<file path="src/design/hiw_pkg.sv">
// Purpose: Constants and types of the halt, idle and wake-up controller.
// Assumes: Eight-bit register port, eight port A pins, four interrupts.
// Notes: Register offsets are word indices on the plain register port.
//
// Summary of operation
// - Halt, idle set, keep-on clear: clock-off idle.
// - Halt, idle and keep-on set: clock-on idle.
// - Low-power modes freeze memory, registers, ports.
// - Halt into idle clears watchdog, counting resumes.
// - Halt sets power-down flag, clears time-out flag.
// - Wake on port A fall, interrupt, overflow.
// - Sleeping overflow sets time-out, resets PC/SP.
// - Power-down flag: clear-watchdog clears, halt sets.
// - Per-pin port A wake enable bits.
// - Port A wake resumes after halt.
// - Disabled interrupt or full stack: resume after halt.
// - Enabled interrupt, stack free: immediate interrupt response.
// - Interrupt pending before halt cannot wake.
// - Watchdog on sub clock, divider 2^8..2^18.
// - Watchdog always counts, cannot be stopped.
// - Watchdog control resets to 01010011B, kept asleep.
// - Halt with idle clear: sleep, time base off.
// - Bad enable field resets after 2-3 sub ticks.
// - Clear-watchdog and halt instructions clear counter in software.

package hiw_pkg;

   // Register port geometry.
   localparam int ADDR_W = 3;
   localparam int DATA_W = 8;
   localparam int PA_W = 8;
   localparam int IRQ_W = 4;

   // Register offsets.
   localparam logic [2:0] OFS_SYSTEM_MODE = 3'h0;
   localparam logic [2:0] OFS_CTRL = 3'h1;
   localparam logic [2:0] OFS_WDOG_CTRL = 3'h2;
   localparam logic [2:0] OFS_PA_WAKE = 3'h3;
   localparam logic [2:0] OFS_STATUS = 3'h4;

   // Field positions.
   localparam int IDLE_ENABLE_BIT = 0;
   localparam int KEEP_ON_BIT = 7;
   localparam int PDF_BIT = 0;
   localparam int TO_BIT = 1;
   localparam int WEN_LSB = 3;
   localparam int WEN_MSB = 7;
   localparam int TSEL_LSB = 0;
   localparam int TSEL_MSB = 2;
   localparam int MODE_LSB = 4;

   // Values after reset.
   localparam logic [7:0] WDOG_CTRL_RST = 8'h53;
   localparam logic [7:0] PA_WAKE_RST = 8'h00;

   // Watchdog enable codes.
   localparam logic [4:0] WEN_CODE_A = 5'h15;
   localparam logic [4:0] WEN_CODE_B = 5'h0A;

   // Sub clock ticks of enable-field debounce.
   localparam logic [1:0] DEBOUNCE_TICKS = 2'h2;

   // Watchdog counter width, the longest divider exponent.
   localparam int WDOG_W = 18;

   // Operating modes.
   typedef enum logic [2:0] {
      MODE_RUN,
      MODE_SLEEP,
      MODE_IDLE_OFF,
      MODE_IDLE_ON
   } hiw_mode_e;

endpackage

</file>
<file path="src/design/hiw_sync.sv">
// Purpose: Two flip-flop synchroniser for a group of pin levels.
// Assumes: Inputs are levels from outside the clock domain.
// Notes: The first stage feeds only the second stage.

`timescale 1ns/10ps
`default_nettype none

module hiw_sync
#(
   parameter int W = 1
)
(
   // Clock and reset.
   input wire logic clk_i,
   input wire logic nrst_i,
   // Levels in and out.
   input wire logic [W-1:0] d_i,
   output logic [W-1:0] q_o
);

   // Both stages held together.
   typedef struct packed {
      logic [W-1:0] meta;
      logic [W-1:0] stable;
   } hiw_sync_s;

   hiw_sync_s st_reg;
   hiw_sync_s st_next;

   // Shift the pin level through both stages.
   always_comb
   begin
      st_next = st_reg;
      st_next.meta = d_i;
      st_next.stable = st_reg.meta;
   end

   // Register the stages.
   always_ff @(posedge clk_i or negedge nrst_i)
   begin
      if (!nrst_i)
      begin
         st_reg <= '0;
      end
      else
      begin
         st_reg <= st_next;
      end
   end

   assign q_o = st_reg.stable;

endmodule
`default_nettype wire

</file>
<file path="src/design/hiw_wdog_count.sv">
// Purpose: Watchdog counter stepped by sub clock ticks.
// Assumes: Tick is a one-cycle pulse per sub clock period.
// Notes: Overflow is a one-cycle pulse; the counter restarts at zero.

`timescale 1ns/10ps
`default_nettype none

module hiw_wdog_count
   import hiw_pkg::*;
(
   // Clock and reset.
   input wire logic clk_i,
   input wire logic nrst_i,
   // Count control.
   input wire logic tick_i,
   input wire logic clear_i,
   input wire logic [2:0] sel_i,
   // Overflow pulse.
   output logic ovf_o
);

   // Counter and overflow pulse.
   typedef struct packed {
      logic [WDOG_W-1:0] cnt;
      logic ovf;
   } hiw_wdog_s;

   hiw_wdog_s st_reg;
   hiw_wdog_s st_next;
   logic [WDOG_W-1:0] last; // Final count of the chosen period.

   // Map the select code to the last count before overflow.
   always_comb
   begin
      unique case (sel_i)
         3'h0: last = 18'h000FF;
         3'h1: last = 18'h003FF;
         3'h2: last = 18'h00FFF;
         3'h3: last = 18'h03FFF;
         3'h4: last = 18'h07FFF;
         3'h5: last = 18'h0FFFF;
         3'h6: last = 18'h1FFFF;
         3'h7: last = 18'h3FFFF;
      endcase
   end

   // Count ticks; no input stops counting, only clear restarts it.
   always_comb
   begin
      st_next = st_reg;
      st_next.ovf = 1'b0;
      if (clear_i)
      begin
         st_next.cnt = '0;
      end
      else if (tick_i)
      begin
         if (st_reg.cnt >= last)
         begin
            st_next.cnt = '0;
            st_next.ovf = 1'b1;
         end
         else
         begin
            st_next.cnt = st_reg.cnt + 18'h00001;
         end
      end
   end

   // Register the counter.
   always_ff @(posedge clk_i or negedge nrst_i)
   begin
      if (!nrst_i)
      begin
         st_reg <= '0;
      end
      else
      begin
         st_reg <= st_next;
      end
   end

   assign ovf_o = st_reg.ovf;

endmodule
`default_nettype wire

</file>
<file path="src/design/hiw_halt_wake.sv">
// Purpose: Halt entry, low-power modes, wake-up and watchdog control.
// Assumes: Core pulses halt and clear-watchdog for one cycle each.
// Notes: Sub clock and port A arrive as pins and are synchronised.
//
// Decided for this implementation: the placing of the registers and the plain strobed port.

`timescale 1ns/10ps
`default_nettype none

module hiw_halt_wake
   import hiw_pkg::*;
(
   // Clock and reset.
   input wire logic CLK_I,
   input wire logic NRST_I,
   // Register port.
   input wire logic [ADDR_W-1:0] ADDR_I,
   input wire logic [DATA_W-1:0] WDATA_I,
   input wire logic WR_I,
   input wire logic RD_I,
   output logic [DATA_W-1:0] RDATA_O,
   // Core instruction events.
   input wire logic HALT_I,
   input wire logic CLEAR_WATCHDOG_INSTRUCTION_I,
   // Interrupt requests, enables and stack state.
   input wire logic [IRQ_W-1:0] IRQ_REQ_I,
   input wire logic [IRQ_W-1:0] IRQ_EN_I,
   input wire logic STACK_FULL_I,
   // Pins: slow oscillator output and port A.
   input wire logic SUB_CLK_I,
   input wire logic [PA_W-1:0] PORT_A_I,
   // Clock gating and core hold.
   output logic SYSCLK_EN_O,
   output logic TIMEBASE_EN_O,
   output logic CORE_HOLD_O,
   // Wake and reset actions.
   output logic RESUME_O,
   output logic INT_RESPONSE_O,
   output logic PC_SP_RESET_O,
   output logic DEVICE_RESET_O
);

   ////////////////////////////////////////////////////////////////////////
   // State.

   // All controller state.
   typedef struct packed {
      hiw_mode_e mode;
      logic idle_enable;
      logic sysclk_keep_on;
      logic [7:0] watchdog_control_register;
      logic [PA_W-1:0] port_a_wake_enable;
      logic power_down_flag;
      logic watchdog_timeout_flag;
      logic [IRQ_W-1:0] irq_masked;
      logic [PA_W-1:0] pa_prev;
      logic sub_prev;
      logic [1:0] bad_cnt;
      logic wake_pa;
      logic wake_irq;
      logic wake_wdt;
      logic [DATA_W-1:0] rdata;
      logic resume;
      logic int_resp;
      logic pcsp_rst;
      logic dev_rst;
   } hiw_state_s;

   hiw_state_s st_reg;
   hiw_state_s st_next;

   logic sub_s; // Synchronised sub clock level.
   logic [PA_W-1:0] pa_s; // Synchronised port A levels.
   logic sub_tick; // One cycle per sub clock rising edge.
   logic wdt_clear; // Restart of the watchdog counter.
   logic wdt_ovf; // Watchdog overflow pulse.
   logic [PA_W-1:0] pa_fall; // Enabled falling edges on port A.
   logic [IRQ_W-1:0] irq_new; // Requests not pending at halt.
   logic enable_ok; // Enable field holds a valid code.
   logic asleep; // Any low-power mode.

   ////////////////////////////////////////////////////////////////////////
   // Pin synchronisers and watchdog counter.

   // The slow oscillator is a pin, so it is synchronised first.
   hiw_sync #(.W(1)) u_sub_sync
   (
      .clk_i(CLK_I),
      .nrst_i(NRST_I),
      .d_i(SUB_CLK_I),
      .q_o(sub_s)
   );

   // Port A levels pass two flip-flops before edge detection.
   hiw_sync #(.W(PA_W)) u_pa_sync
   (
      .clk_i(CLK_I),
      .nrst_i(NRST_I),
      .d_i(PORT_A_I),
      .q_o(pa_s)
   );

   // Watchdog counter stepped by the sub clock only.
   hiw_wdog_count u_wdog
   (
      .clk_i(CLK_I),
      .nrst_i(NRST_I),
      .tick_i(sub_tick),
      .clear_i(wdt_clear),
      .sel_i(st_reg.watchdog_control_register[TSEL_MSB:TSEL_LSB]),
      .ovf_o(wdt_ovf)
   );

   ////////////////////////////////////////////////////////////////////////
   // Event decode.

   // Edges, enable check and the watchdog restart sources.
   always_comb
   begin
      asleep = (st_reg.mode != MODE_RUN);
      sub_tick = sub_s & ~st_reg.sub_prev;
      pa_fall = st_reg.pa_prev & ~pa_s & st_reg.port_a_wake_enable;
      irq_new = IRQ_REQ_I & ~st_reg.irq_masked;
      enable_ok = (st_reg.watchdog_control_register[WEN_MSB:WEN_LSB] == WEN_CODE_A) ||
                  (st_reg.watchdog_control_register[WEN_MSB:WEN_LSB] == WEN_CODE_B);
      // Halt, the clear instruction and a field reset restart the count.
      wdt_clear = (HALT_I && !asleep) || CLEAR_WATCHDOG_INSTRUCTION_I || st_reg.dev_rst;
   end

   ////////////////////////////////////////////////////////////////////////
   // Next state.

   // Registers, mode sequencing, flags and wake handling.
   always_comb
   begin
      st_next = st_reg;
      st_next.sub_prev = sub_s;
      st_next.pa_prev = pa_s;
      st_next.resume = 1'b0;
      st_next.int_resp = 1'b0;
      st_next.pcsp_rst = 1'b0;
      st_next.dev_rst = 1'b0;
      st_next.rdata = '0;

      // Register writes.
      if (WR_I)
      begin
         unique case (ADDR_I)
            OFS_SYSTEM_MODE: st_next.idle_enable = WDATA_I[IDLE_ENABLE_BIT];
            OFS_CTRL: st_next.sysclk_keep_on = WDATA_I[KEEP_ON_BIT];
            OFS_WDOG_CTRL: st_next.watchdog_control_register = WDATA_I;
            OFS_PA_WAKE: st_next.port_a_wake_enable = WDATA_I;
            default:
            begin
               // Status and unmapped offsets ignore writes.
            end
         endcase
      end

      // Register reads, returned in the next cycle.
      if (RD_I)
      begin
         unique case (ADDR_I)
            OFS_SYSTEM_MODE:
               st_next.rdata[IDLE_ENABLE_BIT] = st_reg.idle_enable;
            OFS_CTRL: st_next.rdata[KEEP_ON_BIT] = st_reg.sysclk_keep_on;
            OFS_WDOG_CTRL: st_next.rdata = st_reg.watchdog_control_register;
            OFS_PA_WAKE: st_next.rdata = st_reg.port_a_wake_enable;
            OFS_STATUS:
            begin
               st_next.rdata[PDF_BIT] = st_reg.power_down_flag;
               st_next.rdata[TO_BIT] = st_reg.watchdog_timeout_flag;
               st_next.rdata[MODE_LSB+2:MODE_LSB] = st_reg.mode;
            end
            default:
            begin
               // Unmapped offsets read as zero.
            end
         endcase
      end

      // Bad enable field: count the debounce ticks, reset on the next.
      // Resetting on the tick after the debounce count gives two to three
      // sub clock periods from the bad write, never less.
      if (enable_ok)
      begin
         st_next.bad_cnt = '0;
      end
      else if (sub_tick)
      begin
         if (st_reg.bad_cnt == DEBOUNCE_TICKS)
         begin
            st_next.bad_cnt = '0;
            st_next.dev_rst = 1'b1;
            st_next.watchdog_control_register = WDOG_CTRL_RST;
            st_next.mode = MODE_RUN;
         end
         else
         begin
            st_next.bad_cnt = st_reg.bad_cnt + 2'h1;
         end
      end

      // The clear instruction clears the power-down flag.
      if (CLEAR_WATCHDOG_INSTRUCTION_I)
      begin
         st_next.power_down_flag = 1'b0;
      end

      unique case (st_reg.mode)
         MODE_RUN:
         begin
            if (HALT_I)
            begin
               // Core state freezes while the mode is not run.
               st_next.power_down_flag = 1'b1;
               st_next.watchdog_timeout_flag = 1'b0;
               st_next.irq_masked = IRQ_REQ_I;
               st_next.wake_pa = 1'b0;
               st_next.wake_irq = 1'b0;
               st_next.wake_wdt = 1'b0;
               if (!st_reg.idle_enable)
               begin
                  st_next.mode = MODE_SLEEP;
               end
               else if (!st_reg.sysclk_keep_on)
               begin
                  st_next.mode = MODE_IDLE_OFF;
               end
               else
               begin
                  st_next.mode = MODE_IDLE_ON;
               end
            end
            else if (wdt_ovf)
            begin
               // Overflow while running resets the whole device.
               st_next.watchdog_timeout_flag = 1'b1;
               st_next.dev_rst = 1'b1;
            end
         end
         default:
         begin
            // Any low-power mode: gather wake causes.
            if (|pa_fall)
            begin
               st_next.wake_pa = 1'b1;
            end
            if (|irq_new)
            begin
               st_next.wake_irq = 1'b1;
            end
            if (wdt_ovf)
            begin
               st_next.wake_wdt = 1'b1;
               st_next.watchdog_timeout_flag = 1'b1;
            end
            // Restart the core only on a sub clock tick.
            if (sub_tick &&
                (st_reg.wake_pa || st_reg.wake_irq || st_reg.wake_wdt))
            begin
               st_next.mode = MODE_RUN;
               if (st_reg.wake_wdt)
               begin
                  // Watchdog control is left as it was.
                  st_next.pcsp_rst = 1'b1;
               end
               else if (st_reg.wake_irq &&
                        |(IRQ_REQ_I & IRQ_EN_I) && !STACK_FULL_I)
               begin
                  st_next.int_resp = 1'b1;
               end
               else
               begin
                  st_next.resume = 1'b1;
               end
            end
         end
      endcase
   end

   ////////////////////////////////////////////////////////////////////////
   // State register.

   // Power-up clears both flags and loads the watchdog control value.
   always_ff @(posedge CLK_I or negedge NRST_I)
   begin
      if (!NRST_I)
      begin
         st_reg <= '0;
         st_reg.mode <= MODE_RUN;
         st_reg.watchdog_control_register <= WDOG_CTRL_RST;
         st_reg.port_a_wake_enable <= PA_WAKE_RST;
         st_reg.power_down_flag <= 1'b0;
      end
      else
      begin
         st_reg <= st_next;
      end
   end

   ////////////////////////////////////////////////////////////////////////
   // Outputs.

   // Clock gates follow the mode; core holds while not running.
   assign SYSCLK_EN_O = (st_reg.mode == MODE_RUN) ||
                        (st_reg.mode == MODE_IDLE_ON);
   assign TIMEBASE_EN_O = (st_reg.mode != MODE_SLEEP);
   assign CORE_HOLD_O = asleep;
   assign RDATA_O = st_reg.rdata;
   assign RESUME_O = st_reg.resume;
   assign INT_RESPONSE_O = st_reg.int_resp;
   assign PC_SP_RESET_O = st_reg.pcsp_rst;
   assign DEVICE_RESET_O = st_reg.dev_rst;

endmodule
`default_nettype wire

</file>
<file path="config.mk">
export PLATFORM = sky130hd
export DESIGN_NAME = hiw_halt_wake
export DESIGN_NICKNAME = d
export VERILOG_FILES = /design/src/design/hiw_pkg.sv /design/src/design/hiw_sync.sv /design/src/design/hiw_wdog_count.sv /design/src/design/hiw_halt_wake.sv
export SDC_FILE = /design/constraint.sdc
export NUM_CORES = 1
export LEC_CHECK = 0
export BUFFER_PORTS_ARGS = -buffer_cell sky130_fd_sc_hd__buf_2
export CAP_MARGIN = 15
export CORE_ASPECT_RATIO = 1.2
export CORE_MARGIN = 2
export CORE_UTILIZATION = 50
export CTS_BUF_LIST = sky130_fd_sc_hd__clkbuf_16
export DETAILED_ROUTE_END_ITERATION = 8
export PLACE_DENSITY = 0.73
export SLEW_MARGIN = 10
export SYNTH_ARGS = -nofsm -noshare
export SYNTH_HDL_FRONTEND = slang
export SYNTH_SLANG_ARGS = --single-unit
export TNS_END_PERCENT = 50
</file>
<file path="constraint.sdc">
create_clock -name CLK_I -period 3.8 [get_ports CLK_I]
set_input_delay 0.38 -clock CLK_I [delete_from_list [all_inputs] [get_ports CLK_I]]
set_output_delay 0.38 -clock CLK_I [all_outputs]
set_load 0.005 [all_outputs]
</file>
==> metrics.yaml, run 1 <==
leakagePower_nw: 2.19
setup_ws_ps: 1100
ys_async_sr_fraction_pct: 100
netlist_instances: 405
drc: 0
cts.sinks: 90
fp.dieH_um: 104
synth_ff_type: "dfrtp_1"
dp.cells: 525
ys_seq_area_share_pct: 54.1
critPathMostFrequentCell: "nor2_1"
syn_area_per_cell_um2: 10.3
pre_cts_ws_ps: 1140
max_stage_delay_ps: 800
nets: 483
yosys_warnings: 0
drtIter0Drc: 186
final-setup-viol-count: 0
largest_reg_flops: 41
regToRegEndpoint: "u_wdog.st_reg[11]$_DFFE_PN0P_"
areaGrowthSynthToFinish_pct: 13.4
drv_cap: 0
htree_num_levels: 3
cts_buffers: 9
grt_pass1_wl_um: 15100
io_buffer_count: 49
path_clk_slew_ps: 70
grt_pass1_vias: 3081
final_area_mm2: 0.00473
firstDrtPassIters: 4
yosys_register_bits: 90
syn-num-nets: 447
ir_worst_vdd_v: 0.000348
grt_max_degree: 68
vias_per_cell: 5.90
synth_area_mm2: 0.00417
gp_congestion: 0.878
cp_slowest_cell: "nor2_1"
ys_types: 53
clk_path_buf_depth: 2
cts_tree: "built"
status: "finished clean"
cts_setup_buffers: 0
crit_path_end_kind: "flip-flop"
clockRootBuffer: "clkbuf_16"
setup_tns_ps: 0
path_max_fanout: 15
ant_nets: 0
powerDensity_mw_per_mm2: 568
r2r_setup_slack_ps: 1100
cp.arrival_ps: 2970
overflow: 0
num_antenna_cells: 0
hold_path_class: "in2async"
fp.coreArea_mm2: 0.00811
cts_hold_buf: 0
grt_setup_unrepaired: "false"
skew_ps: 7.96
worst_slew_pin_slew_ps: 1040
crit_chain: "o21ai_0 > ha_1 > a211oi_1 > nor2_1 > nor2_1 > a41oi_1 > o22ai_1"
cp-start-kind: "flip-flop"
r2r-start: "st_reg[41]$_DFF_PN1_"
drive_gt1_share_pct: 20.2
initial_core_util_pct: 51.5
worstSkewPairLatency_ps: 350
drt_wl_total_um: 8900
antenna_found_initial: 0
clock.fmax_mhz: 370
cp_top_family: "simple AND/OR/NAND/NOR gates"
cts_resized: 0
slew_violations: 0
finalCritPeriodShare_pct: 71.1
synth_edf_count: 0
wl_per_cell_um: 16.5
die_area_mm2: 0.00910
r2r_cells: 7
hold-worst-slack_ps: 136
track_usage_pct: 21.1
die_x_um: 87.4
finalHoldViolCount: 0
num_rows: 36
via_count: 3191
min_period_ps: 2700
num_io_pins: 50
dpl.hpwl_um: 6270
placed_area_mm2: 0.00442
critical_path_class: "reg2reg"
max-slew-margin-rel_pct: 30.6
cp_data_required_time_ps: 4070
final_cell_count_no_fill: 541
critPathBufInv: 0
[routing by layer]
metal | vias up | wire length [um] | global-route usage (%)
li1 | 1551 | - | -
met1 | 1542 | 3800 | 28.5
met2 | 83 | 4600 | 34.1
met3 | 15 | 355 | 4.13
met4 | 0 | 146 | 6.48
met5 | - | 0 | 0
[worst max path at each step]
stage                               from                            end  slack (ps)  depth (start not counted)
global placement    st_reg[41]$_DFF_PN1_   u_wdog.st_reg[8]$_DFFE_PN0P_        1240                          7
floorplan           st_reg[41]$_DFF_PN1_  u_wdog.st_reg[17]$_DFFE_PN0P_        1530                          9
global route        st_reg[41]$_DFF_PN1_   u_wdog.st_reg[9]$_DFFE_PN0P_         850                          7
finish              st_reg[41]$_DFF_PN1_  u_wdog.st_reg[11]$_DFFE_PN0P_        1100                          7
CTS                 st_reg[41]$_DFF_PN1_  u_wdog.st_reg[11]$_DFFE_PN0P_        1110                          7
detailed placement  st_reg[41]$_DFF_PN1_  u_wdog.st_reg[11]$_DFFE_PN0P_        1140                          7
[cells by family (layout without fill, tap and decap cells)]
| kind of cell | after synthesis | count (layout) | synth area share [%] |
|---|---|---|---|
| adder cells (fa/ha/maj) | 7 | 7 | 2.10 |
| AND/OR/NAND/NOR | 163 | 163 | 21.0 |
| buffers and inverters | 43 | 84 | 5.01 |
| flip-flops | 90 | 90 | 54.1 |
| multiplexers | 16 | 16 | 4.26 |
| AO/OA/AOI/OAI | 85 | 85 | 13.4 |
| XOR/XNOR | 1 | 1 | 0.210 |
[synth_stat cells (all sizes together) (2+ instances only)]
library cell	number	share of area [%]
a211oi	3	0.66
a21oi	20	2.4
a22oi	8	1.4
a31oi	15	2.2
a41oi	14	2.9
and2	6	0.90
and3	8	1.2
and3b	2	0.42
and4	2	0.42
and4bb	2	0.60
buf	16	2.6
clkbuf	12	1.1
dfrtp	86	52
dfstp	4	2.5
ha	7	2.1
inv	15	1.3
mux2	11	3.1
mux2i	5	1.2
nand2	47	4.3
nand2b	3	0.45
nand3	22	2.6
nand3b	4	0.72
nand4	14	2.1
nand4b	3	0.63
nor2	25	2.2
nor2b	9	1.3
nor3	5	0.60
nor3b	2	0.36
nor4	2	0.45
o211ai	2	0.36
o21ai	13	1.6
o22ai	5	0.75
or4b	3	0.81
[where the power goes]
part,switching [mW],internal (mW)
combinational,0.271,0.225
sequential,0.138,1.12
clock,0.407,0.529
total,0.815,1.87
[per-stage QoR]
| step | util (%) | power [mW] |
|---|---|---|
| after floorplan | - | 1.61 |
| after global placement | 54.5 | 1.74 |
| after detailed placement | 54.5 | 1.77 |
| after CTS | 58.4 | 2.71 |
| after global routing | 58.4 | 2.84 |
| final | 58.4 | 2.69 |
[final cells by class]
type / instances / area, um^2
fill: 729 / 3370
sequential: 90 / 2260
multi-input combinational: 272 / 1710
timing repair buffer: 53 / 278
clock buffer: 9 / 225
tap: 95 / 119
clock inverter: 7 / 90.1
inverter: 15 / 56.3
[placed cells by master, fill, tap and decap left out, types with 10 or more instances in the layout]
cell type  Yosys  final
dfrtp_1       86     86
buf_2          5     48
nand2_1       46     46
nor2_1        25     25
nand3_1       22     22
a21oi_1       20     20
inv_1         15     15
a31oi_1       15     15
nand4_1       14     14
a41oi_1       14     14
o21ai_0       13     13
mux2_2        10     10
Power figures use the tool's default switching activity.
==> run 2: changes to the inputs <==
--- a/config.mk
+++ b/config.mk
@@ -12,7 +12,7 @@
 export CORE_UTILIZATION = 50
 export CTS_BUF_LIST = sky130_fd_sc_hd__clkbuf_16
 export DETAILED_ROUTE_END_ITERATION = 8
-export PLACE_DENSITY = 0.73
+export PLACE_DENSITY = 0.76
 export SLEW_MARGIN = 10
 export SYNTH_ARGS = -nofsm -noshare
 export SYNTH_HDL_FRONTEND = slang
==> constraint.sdc (replaced) <==
create_clock -name CLK_I -period 2.2 [get_ports CLK_I]
set_input_delay 0.22 -clock CLK_I [delete_from_list [all_inputs] [get_ports CLK_I]]
set_output_delay 0.22 -clock CLK_I [all_outputs]
set_load 0.005 [all_outputs]
==> run 2 against run 1 <==
Against the previous run:
- combinational power is 110% higher
- worst setup slack got worse by 1100 ps
- clock power grew 66%
- wire length rose by 8.2%
- maximum frequency grew 25%
- global-route usage up 0.65 points
- core utilization grew 4.4 points
- critical path type unchanged
- critical endpoint unchanged
- largest cell class unchanged
- highest routed layer unchanged
==> metrics.yaml, run 2 (synthesis results as in run 1) <==
ir_worst_vdd_v: 0.000733  # was 0.000348 V
num_rows: 36  # unchanged
cts_tree: "built"  # unchanged
min-delay-start: "CLEAR_WATCHDOG_INSTRUCTION_I"
drc: 0  # unchanged
vias_per_cell: 5.99  # was 5.90
die_x_um: 87.4  # unchanged
num-fill-cells: 627  # was 729
cp-start-kind: "flip-flop"  # unchanged
io_buffer_count: 49  # unchanged
via_count: 3415  # was 3191
num_antenna_cells: 0  # unchanged
multiInputGateArea_mm2: 0.00181  # was 0.00171 mm^2
cp_top_family: "compound AO/OA/AOI/OAI gates"  # was simple AND/OR/NAND/NOR gates
max-slew-margin-rel_pct: 43.6  # was 30.6%
finalHoldViolCount: 0  # unchanged
hold_path_class: "in2reg"  # was in2async
fp.coreArea_mm2: 0.00811  # unchanged
path_clk_slew_ps: 70  # about the same
crit_chain: "buf_4 > nor3_1 > ha_1 > nand2_1 > o41ai_1 > nand4b_1 > buf_6 > a41oi_1 > o22ai_1"  # was o21ai_0 > ha_1 > a211oi_1 > nor2_1 > nor2_1 > a41oi_1 > o22ai_1
mostFrequentLayoutCells: "dfrtp_1 (86), buf_2 (48), nand2_1 (46)"  # unchanged
slew_violations: 0  # unchanged
path_max_fanout: 15  # unchanged
overflow: 0  # unchanged
cts.sinks: 90  # unchanged
antenna_found_initial: 0  # unchanged
grt_pass1_wl_um: 15600  # was 15100 um
largest_reg_flops: 41  # unchanged
drive_gt1_share_pct: 26.1  # was 20.2%
grt_setup_unrepaired: "true"  # was false
critical_path_class: "reg2reg"  # unchanged
fp.dieH_um: 104  # unchanged
skew_ps: 8.82  # was 7.96 ps
cp_slowest_cell: "dfstp_2"  # was nor2_1
grt_pass1_vias: 3301  # was 3081
ant_nets: 0  # unchanged
areaGrowthSynthToFinish_pct: 21.9  # was 13.4%
firstDrtPassIters: 6  # was 4
placed_area_mm2: 0.00454  # was 0.00442 mm^2
clk_path_buf_depth: 2  # unchanged
initial_core_util_pct: 51.5  # unchanged
track_usage_pct: 21.7  # was 21.1%
num_io_pins: 50  # unchanged
drt_wl_total_um: 9630  # was 8900 um
status: "finished clean"  # unchanged
clock.fmax_mhz: 462  # was 370 MHz
finalCritPeriodShare_pct: 98.3  # was 71.1%
cp_data_required_time_ps: 2430  # was 4070 ps
final_area_mm2: 0.00509  # was 0.00473 mm^2
gp_congestion: 0.878  # unchanged
leakagePower_nw: 2.34  # was 2.19 nW
r2r-start: "st_reg[40]$_DFF_PN1_"  # was st_reg[41]$_DFF_PN1_
min_period_ps: 2160  # was 2700 ps
drv_cap: 0  # unchanged
max_stage_delay_ps: 540  # was 800 ps
worstSkewPairLatency_ps: 340  # was 350 ps
wl_per_cell_um: 16.9  # was 16.5 um
worst_slew_pin_slew_ps: 844  # was 1040 ps
final-setup-viol-count: 0  # unchanged
final_common_cell: "dfrtp_1"  # unchanged
critPathBufInv: 2  # was 0
dpl.hpwl_um: 6380  # was 6270 um
drtIter0Drc: 284  # was 186
clockRootBuffer: "clkbuf_16"  # unchanged
grt_max_degree: 43  # was 68
nets: 512  # was 483
htree_num_levels: 3  # unchanged
cp.arrival_ps: 2390  # was 2970 ps
cts_buffers: 9  # unchanged
crit_start: "st_reg[40]$_DFF_PN1_"  # was st_reg[41]$_DFF_PN1_
setup_tns_ps: 0  # unchanged
die_area_mm2: 0.00910  # unchanged
powerDensity_mw_per_mm2: 929  # was 568 mW/mm^2
layout.area.seq_mm2: 0.00226  # unchanged
crit_path_end_kind: "flip-flop"  # unchanged
[run 2: where the power goes]
group | switching [mW] | internal (mW)
clock network | 0.657 | 0.892
registers | 0.199 | 1.93
logic | 0.567 | 0.476
[run 2: layer usage]
metal,wire length (um),track usage [%]
met5,0,0
met4,214,7.80
met3,492,5.63
met2,4940,34.5
met1,3990,28.6
[run 2: cell type report]
class                      instances  area share (%)
timing repair buffer              82            10.7
clock inverter                     7            1.53
inverter                          15            1.11
tap                               95            2.34
sequential                        90            44.4
multi-input combinational        272            35.6
clock buffer                       9            4.43
[run 2: final timing paths]
| check | cells past startpoint | slack, ps | end |
|---|---|---|---|
| worst min-delay path | 2 | 100 | st_reg[31]$_DFF_PN0_ |
| worst min register to register | 0 | 350 | u_pa_sync.q_o[0]$_DFF_PN0_ |
| worst max register to register | 9 | 40 | u_wdog.st_reg[11]$_DFFE_PN0P_ |
| max in group asynchronous | 3 | 1070 | st_reg[46]$_DFF_PN1_ |
| worst max-delay path | 9 | 40 | u_wdog.st_reg[11]$_DFFE_PN0P_ |
| min in group asynchronous | 2 | 420 | RDATA_O[0]$_DFF_PN0_ |
[run 2: repair_timing]
action                     4_1_cts  5_1_grt
setup buffers                    0        3
setup endpoints to repair        0       19
hold buffers                    10        0
resized for setup                0       22
hold endpoints to repair        47        0
[run 2: worst register-to-register path, cell delays in order (launching register included)]
cell	delay, ps
dfstp_2	540
buf_4	130
nor3_1	70
ha_1	310
nand2_1	50
o41ai_1	260
nand4b_1	180
buf_6	190
a41oi_1	210
o22ai_1	110
[run 2: per-stage QoR]
step / power (mW) / std cells / util, % / hold WS [ps] / worst slack [ps]
detailed placement: 3.13 / 540 / 56.0 / 257 / 50.3
floorplan: 2.78 / 405 / - / -75.6 / 12.5
finish: 4.72 / 570 / 62.7 / 101 / 36.4
global placement: 3.08 / 540 / 56.0 / 250 / 124
CTS: 4.70 / 566 / 61.0 / 82.9 / 36.1
global route: 4.99 / 570 / 62.7 / 122 / -80.2
==> run 3: changes to the inputs <==
--- a/config.mk
+++ b/config.mk
@@ -9,10 +9,10 @@
 export CAP_MARGIN = 15
 export CORE_ASPECT_RATIO = 1.2
 export CORE_MARGIN = 2
-export CORE_UTILIZATION = 50
+export CORE_UTILIZATION = 30
 export CTS_BUF_LIST = sky130_fd_sc_hd__clkbuf_16
 export DETAILED_ROUTE_END_ITERATION = 8
-export PLACE_DENSITY = 0.76
+export PLACE_DENSITY = 0.51
 export SLEW_MARGIN = 10
 export SYNTH_ARGS = -nofsm -noshare
 export SYNTH_HDL_FRONTEND = slang
==> run 3 against run 2 <==
Against the previous run:
- critical path depth increased by 1
- sequential cell count unchanged
- combinational power increased by 21%
- worst hold slack improved by 17 ps
- sequential power about the same
- worst setup slack improved by 9.6 ps
- clock power increased by 11%
- global-route usage decreased by 6.3 points
- clock skew increased by 1.2 ps
- maximum frequency increased by 0.44%
- count of clock-buffer cells in the layout unchanged
- wire length increased by 16%
- critical path type unchanged
- largest power group unchanged
- highest routed layer unchanged
==> metrics.yaml, run 3 (synthesis results as in run 1) <==
max-slew-margin-rel_pct: 65.2  # was 43.6%
min_period_ps: 2150  # was 2160 ps
nets: 528  # was 512
crit_path_end_kind: "flip-flop"  # unchanged
finalHoldViolCount: 0  # unchanged
final_common_cell: "dfrtp_1"  # unchanged
drv_cap: 0  # unchanged
final-setup-viol-count: 0  # unchanged
num_io_pins: 50  # unchanged
cts_buffers: 9  # unchanged
io_buffer_count: 49  # unchanged
pre_cts_ws_ps: -24.8  # was 50.3 ps
worst_slew_pin_slew_ps: 521  # was 844 ps
grt_setup_unrepaired: "true"  # unchanged
num_antenna_cells: 0  # unchanged
cp_top_family: "buffers and inverters"  # was compound AO/OA/AOI/OAI gates
final_cell_count_no_fill: 662  # was 570
grt_pass1_vias: 3653  # was 3301
drive_gt1_share_pct: 30.3  # was 26.1%
via_count: 3446  # was 3415
drt_wl_total_um: 11200  # was 9630 um
areaGrowthSynthToFinish_pct: 31.3  # was 21.9%
worstSkewPairLatency_ps: 350  # was 340 ps
wl_per_cell_um: 16.9  # about the same
dpl.hpwl_um: 7600  # was 6380 um
htree_num_levels: 3  # unchanged
largest_reg_flops: 41  # unchanged
clockRootBuffer: "clkbuf_16"  # unchanged
die_x_um: 112  # was 87.4 um
dp.cells: 628  # was 540
final_area_mm2: 0.00548  # was 0.00509 mm^2
firstDrtPassIters: 4  # was 6
critPathMostFrequentCell: "buf_6"
finalPower_mw: 5.10  # was 4.72 mW
hold-worst-slack_ps: 118  # was 101 ps
slew_violations: 0  # unchanged
status: "finished clean"  # unchanged
vias_per_cell: 5.21  # was 5.99
hold_path_class: "in2reg"  # unchanged
path_clk_slew_ps: 70  # about the same
mostFrequentLayoutCells: "dfrtp_1 (86), buf_2 (48), nand2_1 (45)"  # was dfrtp_1 (86), buf_2 (48), nand2_1 (46)
crit_chain: "buf_6 > buf_6 > nand3_4 > ha_4 > and4_4 > nand4b_1 > buf_6 > bufbuf_16 > nand4b_1 > a31oi_1"  # was buf_4 > nor3_1 > ha_1 > nand2_1 > o41ai_1 > nand4b_1 > buf_6 > a41oi_1 > o22ai_1
num-fill-cells: 1319  # was 627
ant_nets: 0  # unchanged
clk_path_buf_depth: 2  # unchanged
fp.coreArea_mm2: 0.0137  # was 0.00811 mm^2
cp.arrival_ps: 2370  # was 2390 ps
path_max_fanout: 8  # was 15
r2r-start: "st_reg[40]$_DFF_PN1_"  # unchanged
setup_ws_ps: 46.0  # was 36.4 ps
fp.dieH_um: 133  # was 104 um
powerDensity_mw_per_mm2: 930  # was 929 mW/mm^2
drc: 0  # unchanged
grt_pass1_wl_um: 18500  # was 15600 um
crit_start: "st_reg[40]$_DFF_PN1_"  # unchanged
cts.sinks: 90  # unchanged
placed_area_mm2: 0.00474  # was 0.00454 mm^2
grt_max_degree: 65  # was 43
clock.fmax_mhz: 464  # was 462 MHz
num_rows: 47  # was 36
cp_slowest_cell: "dfstp_2"  # unchanged
skew_ps: 10.1  # was 8.82 ps
cts_tree: "built"  # unchanged
max_stage_delay_ps: 550  # was 540 ps
finalCritPeriodShare_pct: 97.9  # was 98.3%
leakagePower_nw: 2.47  # was 2.34 nW
gp_congestion: 0.832  # was 0.878
track_usage_pct: 15.5  # was 21.7%
drtIter0Drc: 105  # was 284
min-delay-start: "CLEAR_WATCHDOG_INSTRUCTION_I"  # unchanged
antenna_found_initial: 0  # unchanged
cp-start-kind: "flip-flop"  # unchanged
ir_worst_vdd_v: 0.000442  # was 0.000733 V
overflow: 0  # unchanged
die_area_mm2: 0.0149  # was 0.00910 mm^2
critical_path_class: "reg2reg"  # unchanged
critPathBufInv: 4  # was 2
initial_core_util_pct: 30.5  # was 51.5%
cp_data_required_time_ps: 2420  # was 2430 ps
## run 3: metal layers
metal | wire, um | share of wire (%) | track usage (%) | vias to the layer above
met5 | 0 | 0 | 0 | -
met4 | 272 | 2.4 | 6.72 | 0
met3 | 301 | 2.7 | 2.41 | 23
met2 | 5890 | 53 | 27.0 | 70
met1 | 4700 | 42 | 18.9 | 1719
li1 | - | - | - | 1634
## run 3: worst paths after layout
check | to | cells past startpoint | slack, ps
max in group asynchronous | st_reg[44]$_DFF_PN1_ | 3 | 1160
worst min register to register | u_pa_sync.q_o[3]$_DFF_PN0_ | 0 | 350
worst max register to register | u_wdog.st_reg[3]$_DFFE_PN0P_ | 10 | 50
min in group asynchronous | RDATA_O[0]$_DFF_PN0_ | 2 | 350
worst max-delay path | u_wdog.st_reg[3]$_DFFE_PN0P_ | 10 | 50
worst min-delay path | st_reg[31]$_DFF_PN0_ | 2 | 120
## run 3: power by group
group	leakage [nW]	total, mW	switching, mW	internal, mW
combinational	1.18	1.26	0.672	0.592
clock	0.160	1.72	0.705	1.02
sequential	1.13	2.11	0.178	1.93
## run 3: timing repair
item                                   in CTS  in global routing
buffers inserted                            3                  3
gates resized for setup                    11                 31
endpoints found under the hold margin      33                  0
setup endpoints to repair                   3                 19
gates cloned                                3                  1
hold buffers                               10                  0
pin swaps                                   5                 14
## run 3: per-stage QoR
step / TNS, ps / util (%)
2_1_floorplan: 0 / -
3_3_place_gp: 0 / 34.6
3_5_place_dp: -35.3 / 34.6
4_1_cts: 0 / 38.5
5_1_grt: -530 / 40.0
6_report: 0 / 40.0
## run 3: final cells by class
class	count	area, um^2	area share [%]
flip-flops and latches	90	2260	41.2
multi-input cells	272	1890	34.5
repair buffers	98	728	13.3
clock buffers	9	225	4.11
well taps	171	214	3.91
clock inverters	7	108	1.96
inverters	15	56.3	1.03
